File: src/hdl/ptp_pkg.sv
package ptp_pkg;

  // Timing
  localparam int unsigned CLK_HZ          = 10_000_000;
  localparam int unsigned ACQ_PERIOD_S    = 32;
  localparam int unsigned ACQ_PERIOD_CYC  = CLK_HZ * ACQ_PERIOD_S;

  // Science packet header identifiers and length field values
  localparam logic [6:0]  PROCESS_ID      = 7'h57;
  localparam logic [3:0]  PKT_CATEGORY    = 4'hC;
  localparam logic [7:0]  SCI_SVC_TYPE    = 8'h14;
  localparam logic [7:0]  SCI_SVC_SUBTYPE = 8'h03;
  localparam logic [7:0]  SID_MIN         = 8'h01;
  localparam logic [7:0]  SID_NORMAL      = 8'h02;
  localparam logic [7:0]  SID_BURST       = 8'h03;
  localparam logic [15:0] DFL_MIN         = 16'h001C;
  localparam logic [15:0] DFL_NORMAL      = 16'h00D0;
  localparam logic [15:0] DFL_BURST       = 16'h04BA;

  // Packet layout
  localparam logic [11:0] PRI_HDR_BYTES   = 12'h006;
  localparam logic [11:0] DF_HDR_BYTES    = 12'h00A;
  localparam logic [11:0] SCI_HDR_BYTES   = 12'h010;
  localparam logic [7:0]  PRI_HDR_BYTE0   = 8'h08;
  localparam logic [1:0]  SEQ_FLAGS_ALONE = 2'h3;
  localparam logic [7:0]  DF_HDR_BYTE0    = 8'h10;

  // Merged housekeeping packet
  localparam int unsigned HK_REC_BYTES    = 6;
  localparam int unsigned HK_PKT_BYTES    = 16;
  localparam logic [3:0]  HK_LAST_INDEX   = 4'hF;
  localparam logic [15:0] HK_IDENT_RESET  = 16'h0000;

  // Telemetry rate selection
  localparam logic [1:0]  RATE_MIN        = 2'h0;
  localparam logic [1:0]  RATE_NORMAL     = 2'h1;
  localparam logic [1:0]  RATE_BURST      = 2'h2;

  typedef enum {PTP_IDLE, PTP_HK, PTP_SCI} ptp_state_t;

  function automatic logic [15:0] ptp_dfl(input logic [1:0] rate);
    case (rate)
      RATE_NORMAL: ptp_dfl = DFL_NORMAL;
      RATE_BURST:  ptp_dfl = DFL_BURST;
      default:     ptp_dfl = DFL_MIN;
    endcase
  endfunction

  function automatic logic [7:0] ptp_sid(input logic [1:0] rate);
    case (rate)
      RATE_NORMAL: ptp_sid = SID_NORMAL;
      RATE_BURST:  ptp_sid = SID_BURST;
      default:     ptp_sid = SID_MIN;
    endcase
  endfunction

endpackage

File: src/hdl/ptp_packetizer.sv
`timescale 1ns/100ps
// Overview of operation
// - Science packet every period, identifiers 87/20/3
// - Minimum rate: structure 1, length 28
// - Normal rate: structure 2, length 208
// - Burst rate: structure 3, length 1210
// - Length field counts data plus 10-byte header
// - Housekeeping delivered once every 32 seconds
// - One type-one, one type-two record per period
// - Records, temperature, identifier merge into 16 bytes
module ptp_packetizer
  import ptp_pkg::*;
#(
  parameter int unsigned P_PERIOD_CYC = ACQ_PERIOD_CYC
)
(
  input  wire logic        i_ref_clk,
  input  wire logic        i_resetn,
  input  wire logic        i_sci_enable,
  input  wire logic [1:0]  i_tm_rate,
  input  wire logic [47:0] i_obt,
  input  wire logic [7:0]  i_sci_byte,
  input  wire logic        i_sci_valid,
  output logic             o_sci_ready,
  input  wire logic [15:0] i_hk_ident,
  input  wire logic [47:0] i_hk_rec1,
  input  wire logic [47:0] i_hk_rec2,
  input  wire logic [15:0] i_hk_temp,
  output logic      [7:0]  o_tm_byte,
  output logic             o_tm_valid,
  output logic             o_tm_sop,
  output logic             o_tm_eop,
  input  wire logic        i_tm_ready,
  output logic             o_period_tick
);

  typedef struct packed {
    ptp_state_t  state;
    logic [31:0] tick_cnt;
    logic        tick;
    logic        hk_pend;
    logic        sci_pend;
    logic [11:0] cnt;
    logic [1:0]  rate;
    logic [47:0] obt;
    logic [13:0] seq;
    logic [7:0]  tm_byte;
    logic        tm_valid;
    logic        tm_sop;
    logic        tm_eop;
  } ptp_st_t;

  ptp_st_t s;
  ptp_st_t next_s;

  logic [7:0]  hk_byte;
  logic        slot_free;
  logic [15:0] dfl;
  logic [11:0] sci_last;

  ////////////////////////////////////////////////////////////////////////////

  ptp_hk_merge u_hk_merge
  (
    .i_ref_clk  (i_ref_clk),
    .i_resetn   (i_resetn),
    .i_capture  (s.tick),
    .i_hk_ident (i_hk_ident),
    .i_hk_rec1  (i_hk_rec1),
    .i_hk_rec2  (i_hk_rec2),
    .i_hk_temp  (i_hk_temp),
    .i_index    (s.cnt[3:0]),
    .o_byte     (hk_byte)
  );

  ////////////////////////////////////////////////////////////////////////////

  // Header byte of a science packet at position idx
  function automatic logic [7:0] sci_hdr_byte(input logic [3:0]  idx,
                                              input logic [1:0]  rate,
                                              input logic [13:0] seq,
                                              input logic [47:0] obt);
    logic [10:0] apid;
    logic [15:0] len;
    apid = {PROCESS_ID, PKT_CATEGORY};
    len  = ptp_dfl(rate);
    case (idx)
      4'h0:    sci_hdr_byte = PRI_HDR_BYTE0 | {5'h00, apid[10:8]};
      4'h1:    sci_hdr_byte = apid[7:0];
      4'h2:    sci_hdr_byte = {SEQ_FLAGS_ALONE, seq[13:8]};
      4'h3:    sci_hdr_byte = seq[7:0];
      4'h4:    sci_hdr_byte = len[15:8];
      4'h5:    sci_hdr_byte = len[7:0];
      4'h6:    sci_hdr_byte = DF_HDR_BYTE0;
      4'h7:    sci_hdr_byte = SCI_SVC_TYPE;
      4'h8:    sci_hdr_byte = SCI_SVC_SUBTYPE;
      4'h9:    sci_hdr_byte = ptp_sid(rate);
      4'hA:    sci_hdr_byte = obt[47:40];
      4'hB:    sci_hdr_byte = obt[39:32];
      4'hC:    sci_hdr_byte = obt[31:24];
      4'hD:    sci_hdr_byte = obt[23:16];
      4'hE:    sci_hdr_byte = obt[15:8];
      default: sci_hdr_byte = obt[7:0];
    endcase
  endfunction

  assign slot_free   = !s.tm_valid || i_tm_ready;
  assign dfl         = ptp_dfl(s.rate);
  // Whole packet is primary header plus the length field value
  assign sci_last    = dfl[11:0] + PRI_HDR_BYTES - 12'h001;
  assign o_sci_ready = (s.state == PTP_SCI) && (s.cnt >= SCI_HDR_BYTES) && slot_free;

  ////////////////////////////////////////////////////////////////////////////

  always_comb
  begin
    next_s = s;
    if (s.tm_valid && i_tm_ready)
    begin
      next_s.tm_valid = 1'b0;
      next_s.tm_sop   = 1'b0;
      next_s.tm_eop   = 1'b0;
    end

    // One packet owns the stream from start to end
    case (s.state)
      PTP_IDLE:
      begin
        if (slot_free && s.hk_pend)
        begin
          next_s.state   = PTP_HK;
          next_s.cnt     = '0;
          next_s.hk_pend = 1'b0;
        end
        else if (slot_free && s.sci_pend)
        begin
          next_s.state    = PTP_SCI;
          next_s.cnt      = '0;
          next_s.rate     = i_tm_rate;
          next_s.obt      = i_obt;
          next_s.sci_pend = 1'b0;
        end
      end
      PTP_HK:
      begin
        if (slot_free)
        begin
          next_s.tm_byte  = hk_byte;
          next_s.tm_valid = 1'b1;
          next_s.tm_sop   = (s.cnt == 12'h000);
          next_s.tm_eop   = (s.cnt[3:0] == HK_LAST_INDEX);
          next_s.cnt      = s.cnt + 12'h001;
          if (s.cnt[3:0] == HK_LAST_INDEX)
          begin
            next_s.state = PTP_IDLE;
          end
        end
      end
      PTP_SCI:
      begin
        if (slot_free && (s.cnt < SCI_HDR_BYTES || i_sci_valid))
        begin
          next_s.tm_byte  = (s.cnt < SCI_HDR_BYTES)
                            ? sci_hdr_byte(s.cnt[3:0], s.rate, s.seq, s.obt)
                            : i_sci_byte;
          next_s.tm_valid = 1'b1;
          next_s.tm_sop   = (s.cnt == 12'h000);
          next_s.tm_eop   = (s.cnt == sci_last);
          next_s.cnt      = s.cnt + 12'h001;
          if (s.cnt == sci_last)
          begin
            next_s.state = PTP_IDLE;
            next_s.seq   = s.seq + 14'h0001;
          end
        end
      end
      default:
      begin
        next_s.state = PTP_IDLE;
      end
    endcase

    // Acquisition period divider; a new request wins over a consumed one
    next_s.tick = 1'b0;
    if (s.tick_cnt == P_PERIOD_CYC - 1)
    begin
      next_s.tick_cnt = '0;
      next_s.tick     = 1'b1;
    end
    else
    begin
      next_s.tick_cnt = s.tick_cnt + 32'h0000_0001;
    end
    if (s.tick)
    begin
      next_s.hk_pend = 1'b1;
      if (i_sci_enable)
      begin
        next_s.sci_pend = 1'b1;
      end
    end
  end

  always_ff @(posedge i_ref_clk or negedge i_resetn)
  begin
    if (!i_resetn)
    begin
      s <= '{state: PTP_IDLE, default: '0};
    end
    else
    begin
      s <= next_s;
    end
  end

  assign o_tm_byte     = s.tm_byte;
  assign o_tm_valid    = s.tm_valid;
  assign o_tm_sop      = s.tm_sop;
  assign o_tm_eop      = s.tm_eop;
  assign o_period_tick = s.tick;

endmodule // ptp_packetizer

File: src/hdl/ptp_hk_merge.sv
`timescale 1ns/100ps
module ptp_hk_merge
  import ptp_pkg::*;
(
  input  wire logic        i_ref_clk,
  input  wire logic        i_resetn,
  input  wire logic        i_capture,
  input  wire logic [15:0] i_hk_ident,
  input  wire logic [47:0] i_hk_rec1,
  input  wire logic [47:0] i_hk_rec2,
  input  wire logic [15:0] i_hk_temp,
  input  wire logic [3:0]  i_index,
  output logic      [7:0]  o_byte
);

  typedef struct packed {
    logic [HK_PKT_BYTES*8-1:0] rec;
  } ptp_hk_st_t;

  ptp_hk_st_t s;
  ptp_hk_st_t next_s;

  // Identifier, record one, record two, temperature, first byte highest
  always_comb
  begin
    next_s = s;
    if (i_capture)
    begin
      next_s.rec = {i_hk_ident, i_hk_rec1, i_hk_rec2, i_hk_temp};
    end
  end

  always_ff @(posedge i_ref_clk or negedge i_resetn)
  begin
    if (!i_resetn)
    begin
      s <= '0;
    end
    else
    begin
      s <= next_s;
    end
  end

  assign o_byte = s.rec[(HK_PKT_BYTES*8-1) - 8*int'(i_index) -: 8];

endmodule // ptp_hk_merge

File: config.mk
export PLATFORM = sky130hd
export DESIGN_NAME = ptp_packetizer
export DESIGN_NICKNAME = d
export VERILOG_FILES = /design/src/hdl/ptp_pkg.sv /design/src/hdl/ptp_packetizer.sv /design/src/hdl/ptp_hk_merge.sv
export SDC_FILE = /design/constraint.sdc
export NUM_CORES = 1
export LEC_CHECK = 0
export BUFFER_PORTS_ARGS = -buffer_cell sky130_fd_sc_hd__buf_2
export CORE_ASPECT_RATIO = 1.75
export CORE_MARGIN = 8
export CORE_UTILIZATION = 61
export DETAILED_ROUTE_END_ITERATION = 10
export PLACE_DENSITY = 0.93
export SLEW_MARGIN = 40
export SYNTH_ARGS = -nofsm -noshare
export SYNTH_HDL_FRONTEND = slang
export SYNTH_SLANG_ARGS = --single-unit
File: constraint.sdc
create_clock -name i_ref_clk -period 6.7 [get_ports i_ref_clk]
set_input_delay 2.01 -clock i_ref_clk [delete_from_list [all_inputs] [get_ports i_ref_clk]]
set_output_delay 2.01 -clock i_ref_clk [all_outputs]
set_load 0.02 [all_outputs]
Yosys cells after proc, flatten, opt, wreduce, memory -nomap -nowiden
Index checks and enable logic that the tools add are counted.

Logic and storage cells: 100. Bits in registers: 282. Input bits: 191. Output and inout port bits: 13.

$lt $le $gt $ge: 2. Shift operators: 1. Bitwise gates (word level): 1. Mux-type cells: 27. Reduce and logical (&&, ||, !) cells: 22. Add/subtract/negate cells: 6. Equal/unequal tests: 27.

Operators with widths (number): 32-bit 2-to-1 mux (7); 135-bit by 33-bit variable part select with 8-bit output (1); 8-bit case mux with 15 select lines (1); 32-bit case mux with 3 select lines (1); 63-bit 2-to-1 mux (1); 11-bit case mux with 2 select lines (2); 12-bit 2-to-1 mux (3); 12-bit case mux with 3 select lines (1); 32-bit by 1-bit adder with 32-bit output (second input constant) (1); 32-bit by 1-bit == test with 1-bit output (second input constant) (1); 32-bit by 2-bit == test with 1-bit output (second input constant) (1); 32-bit by 29-bit == test with 1-bit output (second input constant) (1); 32-bit by 3-bit == test with 1-bit output (second input constant) (1); 4-bit == test (second input constant) (8); 32-bit zero test (1); 11-bit 2-to-1 mux (2); 4-bit by 3-bit == test with 1-bit output (second input constant) (4); 14-bit by 1-bit adder with 14-bit output (second input constant) (1); 12-bit by 1-bit adder with 12-bit output (second input constant) (1); 12-bit by 3-bit adder with 12-bit output (second input constant) (1); 12-bit == test (1); 12-bit by 5-bit >= comparator with 1-bit output (second input constant) (1); 12-bit zero test (1); 12-bit by 5-bit less-than comparator with 1-bit output (second input constant) (1); 24 further kinds (42).

Logic depth before layout (Yosys ltp)
Gate-level depths: netlist of the first run.

Depth in word-level cells: 8. Depth in mapped cells: 11. Mapped depth without buffers: 7.

By module
From an unflattened synthesis of the first run, not the netlist that was laid out.

Cells, all modules: 994. Area total of the unflattened synthesis: 12438.2 µm².

Modules (own cells, without submodules): ptp_packetizer (cells an instance 654, seq. area each 3103.0 µm², area an instance 6688.9 µm², instances 1); ptp_hk_merge (cells an instance 340, seq. area each 3203.1 µm², area an instance 5749.3 µm², instances 1).

Least setup slack after synthesis of the first run
OpenSTA, ideal clock, no wires.

Path kind: input-to-output. Start: in i_tm_ready. End: out o_sci_ready. Arrival time: 2.775 ns. Stages: 3. Path buffers: 1. Slack: 1.915 ns. Required time: 4.690 ns. Cells stage by stage: nor2b_1 > clkbuf_1 > nor3_1.

Longest elaborated chain between the ends: 2.

Ends and longest elaborated chain: start: declaration (RTL line ptp_packetizer.sv:33) `input wire logic i_tm_ready,`; 1-bit logical OR (RTL line ptp_packetizer.sv:107) `assign slot_free = !s.tm_valid || i_tm_ready;`; 1-bit logical AND (RTL line ptp_packetizer.sv:111) `assign o_sci_ready = (s.state == PTP_SCI) && (s.cnt >= SCI_HDR_BYTES) && slot_free;`; end: declaration (RTL line ptp_packetizer.sv:24) `output logic o_sci_ready,`.

Every way passes these cells.

Worst setup path in the final report of the first run
Ends and elaborated chain as after synthesis.

==> metrics list, run 1 <==
- Summed over all cells, the static leakage comes to 0.00672 µW.
* Total via count after detailed routing: 8,794
- Clock-pin slew was measured on the worst setup and hold paths at 0.06 ns.
* Most frequent cells in the layout: sky130_fd_sc_hd__dfrtp_1, sky130_fd_sc_hd__buf_2, sky130_fd_sc_hd__mux2_2, sky130_fd_sc_hd__nand2_1, sky130_fd_sc_hd__mux4_2
* Cells along the critical path: buf_2, nor2b_2, nor3_1, buf_2
- The detail route stage leaves a number of antenna-violating nets equal to 0.
- Dominant register cell in the synthesized netlist: sky130_fd_sc_hd__dfrtp_1
- For this run, the detailed router's first-pass iteration total came to 5.
- Startpoint of the tightest hold check path: s[121]
- In this run, placement finished with an instance count of 1,354.
* Commonest non-fill, non-tap cell in the layout: sky130_fd_sc_hd__dfrtp_1
- Origin of the critical flop-to-flop path: s[78]
- Setup violations remaining at the end of the flow were counted as 0.
* Classification of the worst-slack hold path: reg2reg
- Total CTS buffers: 23
* Syn Nets: 1,166
- The most critical setup path has its startpoint at i_tm_ready.
- Leading cell types by total area after synthesis: sky130_fd_sc_hd__dfrtp_1, sky130_fd_sc_hd__mux2_2, sky130_fd_sc_hd__mux4_2
- Deepest level of the CTS H-tree: 1
- The first global-routing pass estimated 50,000 µm of wire.
- Entering global routing, the biggest net connects 131 pins.
- The critical path in this run is classified as in2out.
- In this run the core area contains 68 standard-cell rows.
- Clock Path Buffers: 3
- STA classifies the critical path startpoint as an input pin.
- The clock drives 252 sinks.
* Routability congestion estimate from global placement: 0.922
- Register Area: 0.00631 mm²
- Crit Path Max Fanout: 12
- Routed len/inst: 22.8 µm
- Summing the sequential cell areas from Yosys gives 51.7% of the chip area.
- Crit path capture type: output pin
* Post-route clock period utilization: 72.1%
- Number of filler instances in the final layout: 1,295
* Area growth from synthesis to final layout: 16.5%
* Buffer and inverter count on the worst path: 2
* Placed wire-length estimate: 23,500 µm
- In this run the standard cell core region covers 0.0197 mm².
* Cell count after synthesis: 962
* Clock Tree Root: sky130_fd_sc_hd__clkbuf_16
- 204 I/O pins were placed.
* Final max-slew violation count: 0
- Maximum clock rate: 207 MHz
- Count of flip-flops with a built-in enable after synthesis: 0
- The via count of the first global-routing pass came to 9,431.
* Hold-fix buffers, CTS: 0
- CP most frequent cell: sky130_fd_sc_hd__buf_2
- VDD sags by at most 0.230 mV.
- Run status: finished, final reports clean
* Data required time of the critical path: 4.69 ns
* # Max-Cap Violations: 0
- In this run the cell area of the synthesized design comes to 0.0122 mm².
- The floorplan step set the die height to 203 µm.
* Width of the die: 123 µm
- Flops & latches, synth: 252
* Yosys synthesis warning count: 0
- For this run, the slowest stage of the critical path takes 0.41 ns.
- Yosys mapped the design onto 62 distinct sky130hd cell types.
- Arrival time of the worst setup path: 2.82 ns
- The initial antenna violation count came to 2.
- In this run the tightest slew margin relative to its limit is 44.2%.
* Starting density of the core: 62.0%
* Aggregate negative setup slack: 0 ns
- The multi-input combinational cells in the finished layout cover a total of 0.00556 mm².
* Least-Margin Pin Slew: 0.830 ns
- After global routing the overflow that remains totals 0.
* Die area: 0.0249 mm²
- Clock skew on the completed layout was measured at 0.0105 ns.
- Minimum clock period: 4.83 ns
* Post-layout instance count excluding filler cells: 1,399
- Setup repair after global routing left no endpoint under its margin.
* Total of cells resized after clock tree synthesis: 0
- Synth top area share: 51.7%
- Once the clock tree was built, the setup fixing pass inserted 0 buffers.
- Among cell families on the critical path, the largest total delay comes from simple AND/OR/NAND/NOR gates.
- Port buffering added 203 buffers.
- Overall power consumption after layout is estimated at 3910 µW.
- The synthesized design spends more area on one cell type than any other, namely sky130_fd_sc_hd__dfrtp_1.
* Pwr per Cell Area: 275 mW/mm²
* Total length of routed wires: 32,000 µm
- Post-synth ARST share: 100%
- Via density: 6.29
- Cells with a size suffix above 1 make up 40.9% of the layout.
- Clock latency on the worst-skew pair, taken at its later pin, is 0.52 ns.
- Detailed-route DRC error count: 0
* Iter 0 DRT Violations: 856
- Hold violation total from the final report: 0
- Dividing the synthesized area by the synthesized cell count gives 12.7 µm².
- Total Routing Usage GR: 25.6%
* Crit path max-delay cell type: sky130_fd_sc_hd__nor2b_2
- In the final design database the tool counted 1,339 nets.
- CTS tree: yes
area by class of cell:
class / count / area share, %
antenna: 2 / 0.0353
clock buffer: 31 / 4.62
clock inverter: 11 / 1.04
inverter: 11 / 0.291
multi-input combinational: 634 / 39.2
sequential: 252 / 44.5
tap: 245 / 2.16
timing repair buffer: 213 / 8.16
stage by stage:
stage                     setup WS, ns  hold WS (ns)  util, %  cell area (µm²)
after floorplan                   1.91         0.443        -            12200
after global placement            1.63         0.463     67.7            13300
after detailed placement          1.65         0.469     68.0            13400
after CTS                         1.64         0.480     72.1            14200
after global routing              1.79         0.514     72.2            14200
final                             1.87         0.488     72.2            14200
report_power, final:
part / internal, µW / leakage [µW] / switching [µW]
logic: 338 / 0.00295 / 536
registers: 1580 / 0.00337 / 69.5
clock network: 808 / 0.000396 / 576
per-layer routing:
| layer | share of wire, % | global-route usage, % | vias to the layer above | wire length [µm] |
|---|---|---|---|---|
| li1 | - | - | 3908 | - |
| met5 | 0 | 0 | - | 0 |
| met2 | 54 | 46.1 | 389 | 17400 |
| met1 | 34 | 27.6 | 4397 | 10900 |
| met3 | 6.2 | 4.20 | 100 | 1970 |
| met4 | 5.3 | 13.5 | 0 | 1700 |
final timing paths:
kind / to / slack [ns] / cells after the start
min: s[121] / 0.49 / 1
min in group asynchronous: u_hk_merge.s[99] / 1.41 / 1
min reg2reg: s[121] / 0.49 / 1
max reg2reg: s[12] / 3.69 / 6
max in group asynchronous: u_hk_merge.s[63] / 3.91 / 3
max: o_sci_ready / 1.87 / 4
cells in the mapped netlist, types with 3 or more instances:
cell type                  count
sky130_fd_sc_hd__mux4_2       31
sky130_fd_sc_hd__a221oi_1      9
sky130_fd_sc_hd__nand2b_1      4
sky130_fd_sc_hd__o21ai_0      15
sky130_fd_sc_hd__nor3_1       12
sky130_fd_sc_hd__and3_1       18
sky130_fd_sc_hd__nor2b_1       9
sky130_fd_sc_hd__mux2_2      179
sky130_fd_sc_hd__o21a_1        5
sky130_fd_sc_hd__o311ai_0      4
sky130_fd_sc_hd__nor4_1        5
sky130_fd_sc_hd__nor4b_1       5
sky130_fd_sc_hd__o31ai_1      14
sky130_fd_sc_hd__clkbuf_1     36
sky130_fd_sc_hd__xnor2_1      26
sky130_fd_sc_hd__ha_1         13
sky130_fd_sc_hd__nand4_1      16
sky130_fd_sc_hd__a211oi_1      5
sky130_fd_sc_hd__buf_2         9
sky130_fd_sc_hd__nor2_1       26
sky130_fd_sc_hd__o211ai_1      4
sky130_fd_sc_hd__inv_1        11
sky130_fd_sc_hd__and4_1        7
sky130_fd_sc_hd__buf_4         9
sky130_fd_sc_hd__xor2_1       15
sky130_fd_sc_hd__nand2_1      61
sky130_fd_sc_hd__o21ai_1       6
sky130_fd_sc_hd__and2_1        9
sky130_fd_sc_hd__a222oi_1      4
sky130_fd_sc_hd__mux2i_1      22
sky130_fd_sc_hd__dfrtp_1     252
sky130_fd_sc_hd__nand3b_1      3
sky130_fd_sc_hd__a221o_1       3
sky130_fd_sc_hd__nand3_1      28
sky130_fd_sc_hd__or4_1         3
sky130_fd_sc_hd__a31oi_1       3
sky130_fd_sc_hd__buf_1        11
sky130_fd_sc_hd__o22ai_1       6
sky130_fd_sc_hd__a21oi_1      19
sky130_fd_sc_hd__o221ai_1      5
sky130_fd_sc_hd__a22oi_1      15
logic make-up after synthesis:
logic type / share of synthesized area [%]
buf+inv: 2.71
xor+xnor: 2.95
compound gates: 8.00
simple gates: 9.10
flops: 51.7
fa+ha+maj: 1.33
mux: 24.2
state kept, by name, summed over array words and instances, names as in the netlist:
signal,flops
s,112
o_tm_valid,1
o_tm_eop,1
u_hk_merge.s,128
o_tm_byte,8
o_period_tick,1
o_tm_sop,1
Power figures use the tool's default switching activity.
==> run 2, diff against run 1 <==
--- a/config.mk
+++ b/config.mk
@@ -8,9 +8,9 @@
 export BUFFER_PORTS_ARGS = -buffer_cell sky130_fd_sc_hd__buf_2
 export CORE_ASPECT_RATIO = 1.75
 export CORE_MARGIN = 8
-export CORE_UTILIZATION = 61
+export CORE_UTILIZATION = 57
 export DETAILED_ROUTE_END_ITERATION = 10
-export PLACE_DENSITY = 0.93
+export PLACE_DENSITY = 0.88
 export SLEW_MARGIN = 40
 export SYNTH_ARGS = -nofsm -noshare
 export SYNTH_HDL_FRONTEND = slang
==> constraint.sdc (replaced) <==
create_clock -name i_ref_clk -period 4.8 [get_ports i_ref_clk]
set_input_delay 1.44 -clock i_ref_clk [delete_from_list [all_inputs] [get_ports i_ref_clk]]
set_output_delay 1.44 -clock i_ref_clk [all_outputs]
set_load 0.02 [all_outputs]
==> run 2 against run 1 <==
Effect of this change: routed wire length grew 3.5%; clock power is 36% higher; worst setup slack worse by 0.83 ns; clock skew rose by 0.010 ns; critical path depth unchanged; combinational power up 33%; global-route usage decreased by 0.72 points; sequential share of layout area increased by 0.087 points; power is 38% higher; critical path type is now reg2out; critical endpoint unchanged; largest cell class unchanged; largest power group unchanged.
==> metrics list, run 2 (synthesis results as in run 1) <==
- For this design, the slowest cell found on the critical path is sky130_fd_sc_hd__or4_1.
- The worst hold path begins at s[24].
* RR Endpoint: o_tm_byte[4]
- Die area: 0.0265 mm² (+6.3%)
* Number of iterations in the first detailed-routing pass: 5 (unchanged)
- Flip-flop count of the largest register, all copies and words added: 128 (unchanged)
* Least-Margin Pin Slew: 0.857 ns (+0.0265 ns)
- Most frequent cells in the layout: sky130_fd_sc_hd__dfrtp_1, sky130_fd_sc_hd__buf_2, sky130_fd_sc_hd__mux2_2, sky130_fd_sc_hd__nand2_1, sky130_fd_sc_hd__mux4_2
- Iter 0 DRT Violations: 853 (-0.35%)
- Number of setup buffers added after CTS: 0 (unchanged)
- The via count normalized by instance count came to 6.34 (+0.86%).
- Total length of routed wires: 33,100 µm (+3.5%)
- IO buf count: 203 (unchanged)
* Final setup skew: 0.0208 ns (+0.0103 ns)
- Clock tree sinks: 252 (unchanged)
* Arrival time of the worst setup path: 2.32 ns (-0.50 ns)
- Register name with the most flops: u_hk_merge.s
- The insertion delay to the later sink of the worst-skew pair is 0.52 ns (about the same).
* Number of instances on the worst hold path: 1 (unchanged)
- The worst slew margin relative to its limit was 42.9% (-1.4 points).
* Commonest non-fill, non-tap cell in the layout: sky130_fd_sc_hd__dfrtp_1
* Fraction of layout instances using a drive strength above 1: 40.7% (-0.21 points)
- STA classifies the critical path startpoint as a register.
- Total of cells resized after clock tree synthesis: 0 (unchanged)
- For hold timing, the worst endpoint is s[24].
- The die boundary width came to 127 µm (+3.0%).
- Crit path capture type: output pin
* Clock transition at the registers of the reported paths: 0.06 ns (about the same)
* Pwr per Cell Area: 381 mW/mm² (+38%)
- Hold-fix buffers, CTS: 0 (unchanged)
* Number of filler instances in the final layout: 1,533 (+18%)
- Origin of the critical flop-to-flop path: s[76]
- Worst-case register-to-register setup slack: 1.87 ns (-1.82 ns)
- The wire length per cell after detailed routing was 23.5 µm (+2.7%).
- The run finished with clean final reports.
- Routability congestion estimate from global placement: 0.974 (+5.6%)
- The H-tree level count came to 1 (unchanged).
- The leakage power summed over all cells is 0.00670 µW (-0.17%).
- Crit Path Max Fanout: 7 (-5)
- The global routing stage identified its most utilized layer as met2.
* Util after Layout: 66.7% (-5.5 points)
- Minimum clock period: 3.76 ns
- The stage delay of the slowest cell on the critical path was 0.59 ns (+0.18 ns).
- Wire length of the first global-routing pass: 51,900 µm (+3.9%)
- The final-report max-slew violation count was 0 (unchanged).
- The signal on the critical path passes through or4_1, nor2_1, nor3_1, buf_2.
- Total via count after detailed routing: 8,939 (+1.6%)
* Fin area: 0.0142 mm² (-0.19%)
* Clock Tree Root: sky130_fd_sc_hd__clkbuf_16
* Clock Path Buffers: 3 (unchanged)
* Grt met3 use: 4.19% (-0.0071 points)
- The required time of the critical path was 3.36 ns (-1.33 ns).
- Via count of the first global-routing pass: 9,773 (+3.6%)
- The final HPWL from detailed placement is 24,300 µm (+3.6%).
* DP Area: 0.0134 mm² (about the same)
* Starting density of the core: 57.4% (-4.6 points)
- TritonCTS built the clock tree.
- Final net count: 1,340 (+0.075%)
* M2 GR Usage: 44.6% (-1.4 points)
- Maximum vdd ir drop: 0.372 mV (+61%)
- The number of nets with antenna violations after routing was 0 (unchanged).
- The overall die height is 209 µm (+3.2%).
- The initial antenna violation count is 2 (unchanged).
* Worst setup startpoint: s[81]
* Classification of the worst-slack hold path: reg2reg
* Reg2reg path depth: 6 (unchanged)
* Largest net degree at the start of global routing: 104 (-21%)
- Total Routing Usage GR: 24.9% (-0.72 points)
* Final setup fails: 0 (unchanged)
- Aggregate negative setup slack: 0 ns (unchanged)
- Post-route clock period utilization: 78.4%
- I/O pins: 204 (unchanged)
- Setup repair after global routing left no endpoint under its margin.
* Row Count: 71 (+4.4%)
* Hold violation total from the final report: 0 (unchanged)
- The clock buffer count from CTS was 23 (unchanged).
- Detailed-route DRC error count: 0 (unchanged)
* Critical path class: reg2out
- Met1 GRT Util: 25.9% (-1.7 points)
- Maximum clock rate: 266 MHz
- Area growth from synthesis to final layout: 16.2%
- The leftover overflow at the end of global routing is 0 (unchanged).
- Core region area: 0.0212 mm² (+8.0%)
- # Max-Cap Violations: 0 (unchanged)
## run 2: cell count changes in the layout (fill, tap and decap cells not counted), sizes merged
cell	delta
buf	+1
clkinv	-2
clkbuf	+4
bufinv	-1
clkinvlp	-1
## run 2: worst max path at each step
stage	endpoint	cells after the start
finish	o_sci_ready	4
global route	o_sci_ready	4
CTS	o_sci_ready	4
detailed placement	o_sci_ready	5
global placement	o_sci_ready	5
floorplan	o_sci_ready	3
## run 2: worst max-delay path: cells and delay by family, from the launching register on
family | cells | cell delay [ns]
buffers and inverters | 1 | 0.19
and+or+nand+nor | 3 | 1.18
DFF | 1 | 0.44
## run 2: layout make-up
class / instances / area (µm²) / area share (%)
clock buffers: 35 / 691 / 4.88
multi-input cells: 634 / 5560 / 39.3
well taps: 255 / 319 / 2.25
flip-flops and latches: 252 / 6310 / 44.6
repair buffers: 214 / 1140 / 8.08
inverters: 11 / 41.3 / 0.291
diodes: 2 / 5.00 / 0.0353
clock inverters: 7 / 88.8 / 0.627
## run 2: per-stage QoR
| step | total power (µW) | cells | worst slack, ns | hold slack [ns] |
|---|---|---|---|---|
| final | 5390 | 1410 | 1.04 | 0.479 |
| after global routing | 5600 | 1410 | 0.985 | 0.487 |
| after CTS | 5410 | 1407 | 1.05 | 0.477 |
| after detailed placement | 3520 | 1365 | 1.24 | 0.469 |
| after global placement | 3490 | 1365 | 1.22 | 0.466 |
| after floorplan | 3140 | 962 | 1.15 | 0.443 |
## run 2: report_power, final
group	total, µW	switching, µW	internal [µW]
clock network	1880	782	1100
logic	1160	699	461
registers	2350	147	2200
## run 2: per-layer routing
metal	wire length, µm	up-vias
li1	-	3918
met1	11100	4462
met2	17600	416
met3	1810	143
met4	2570	0
met5	0	-
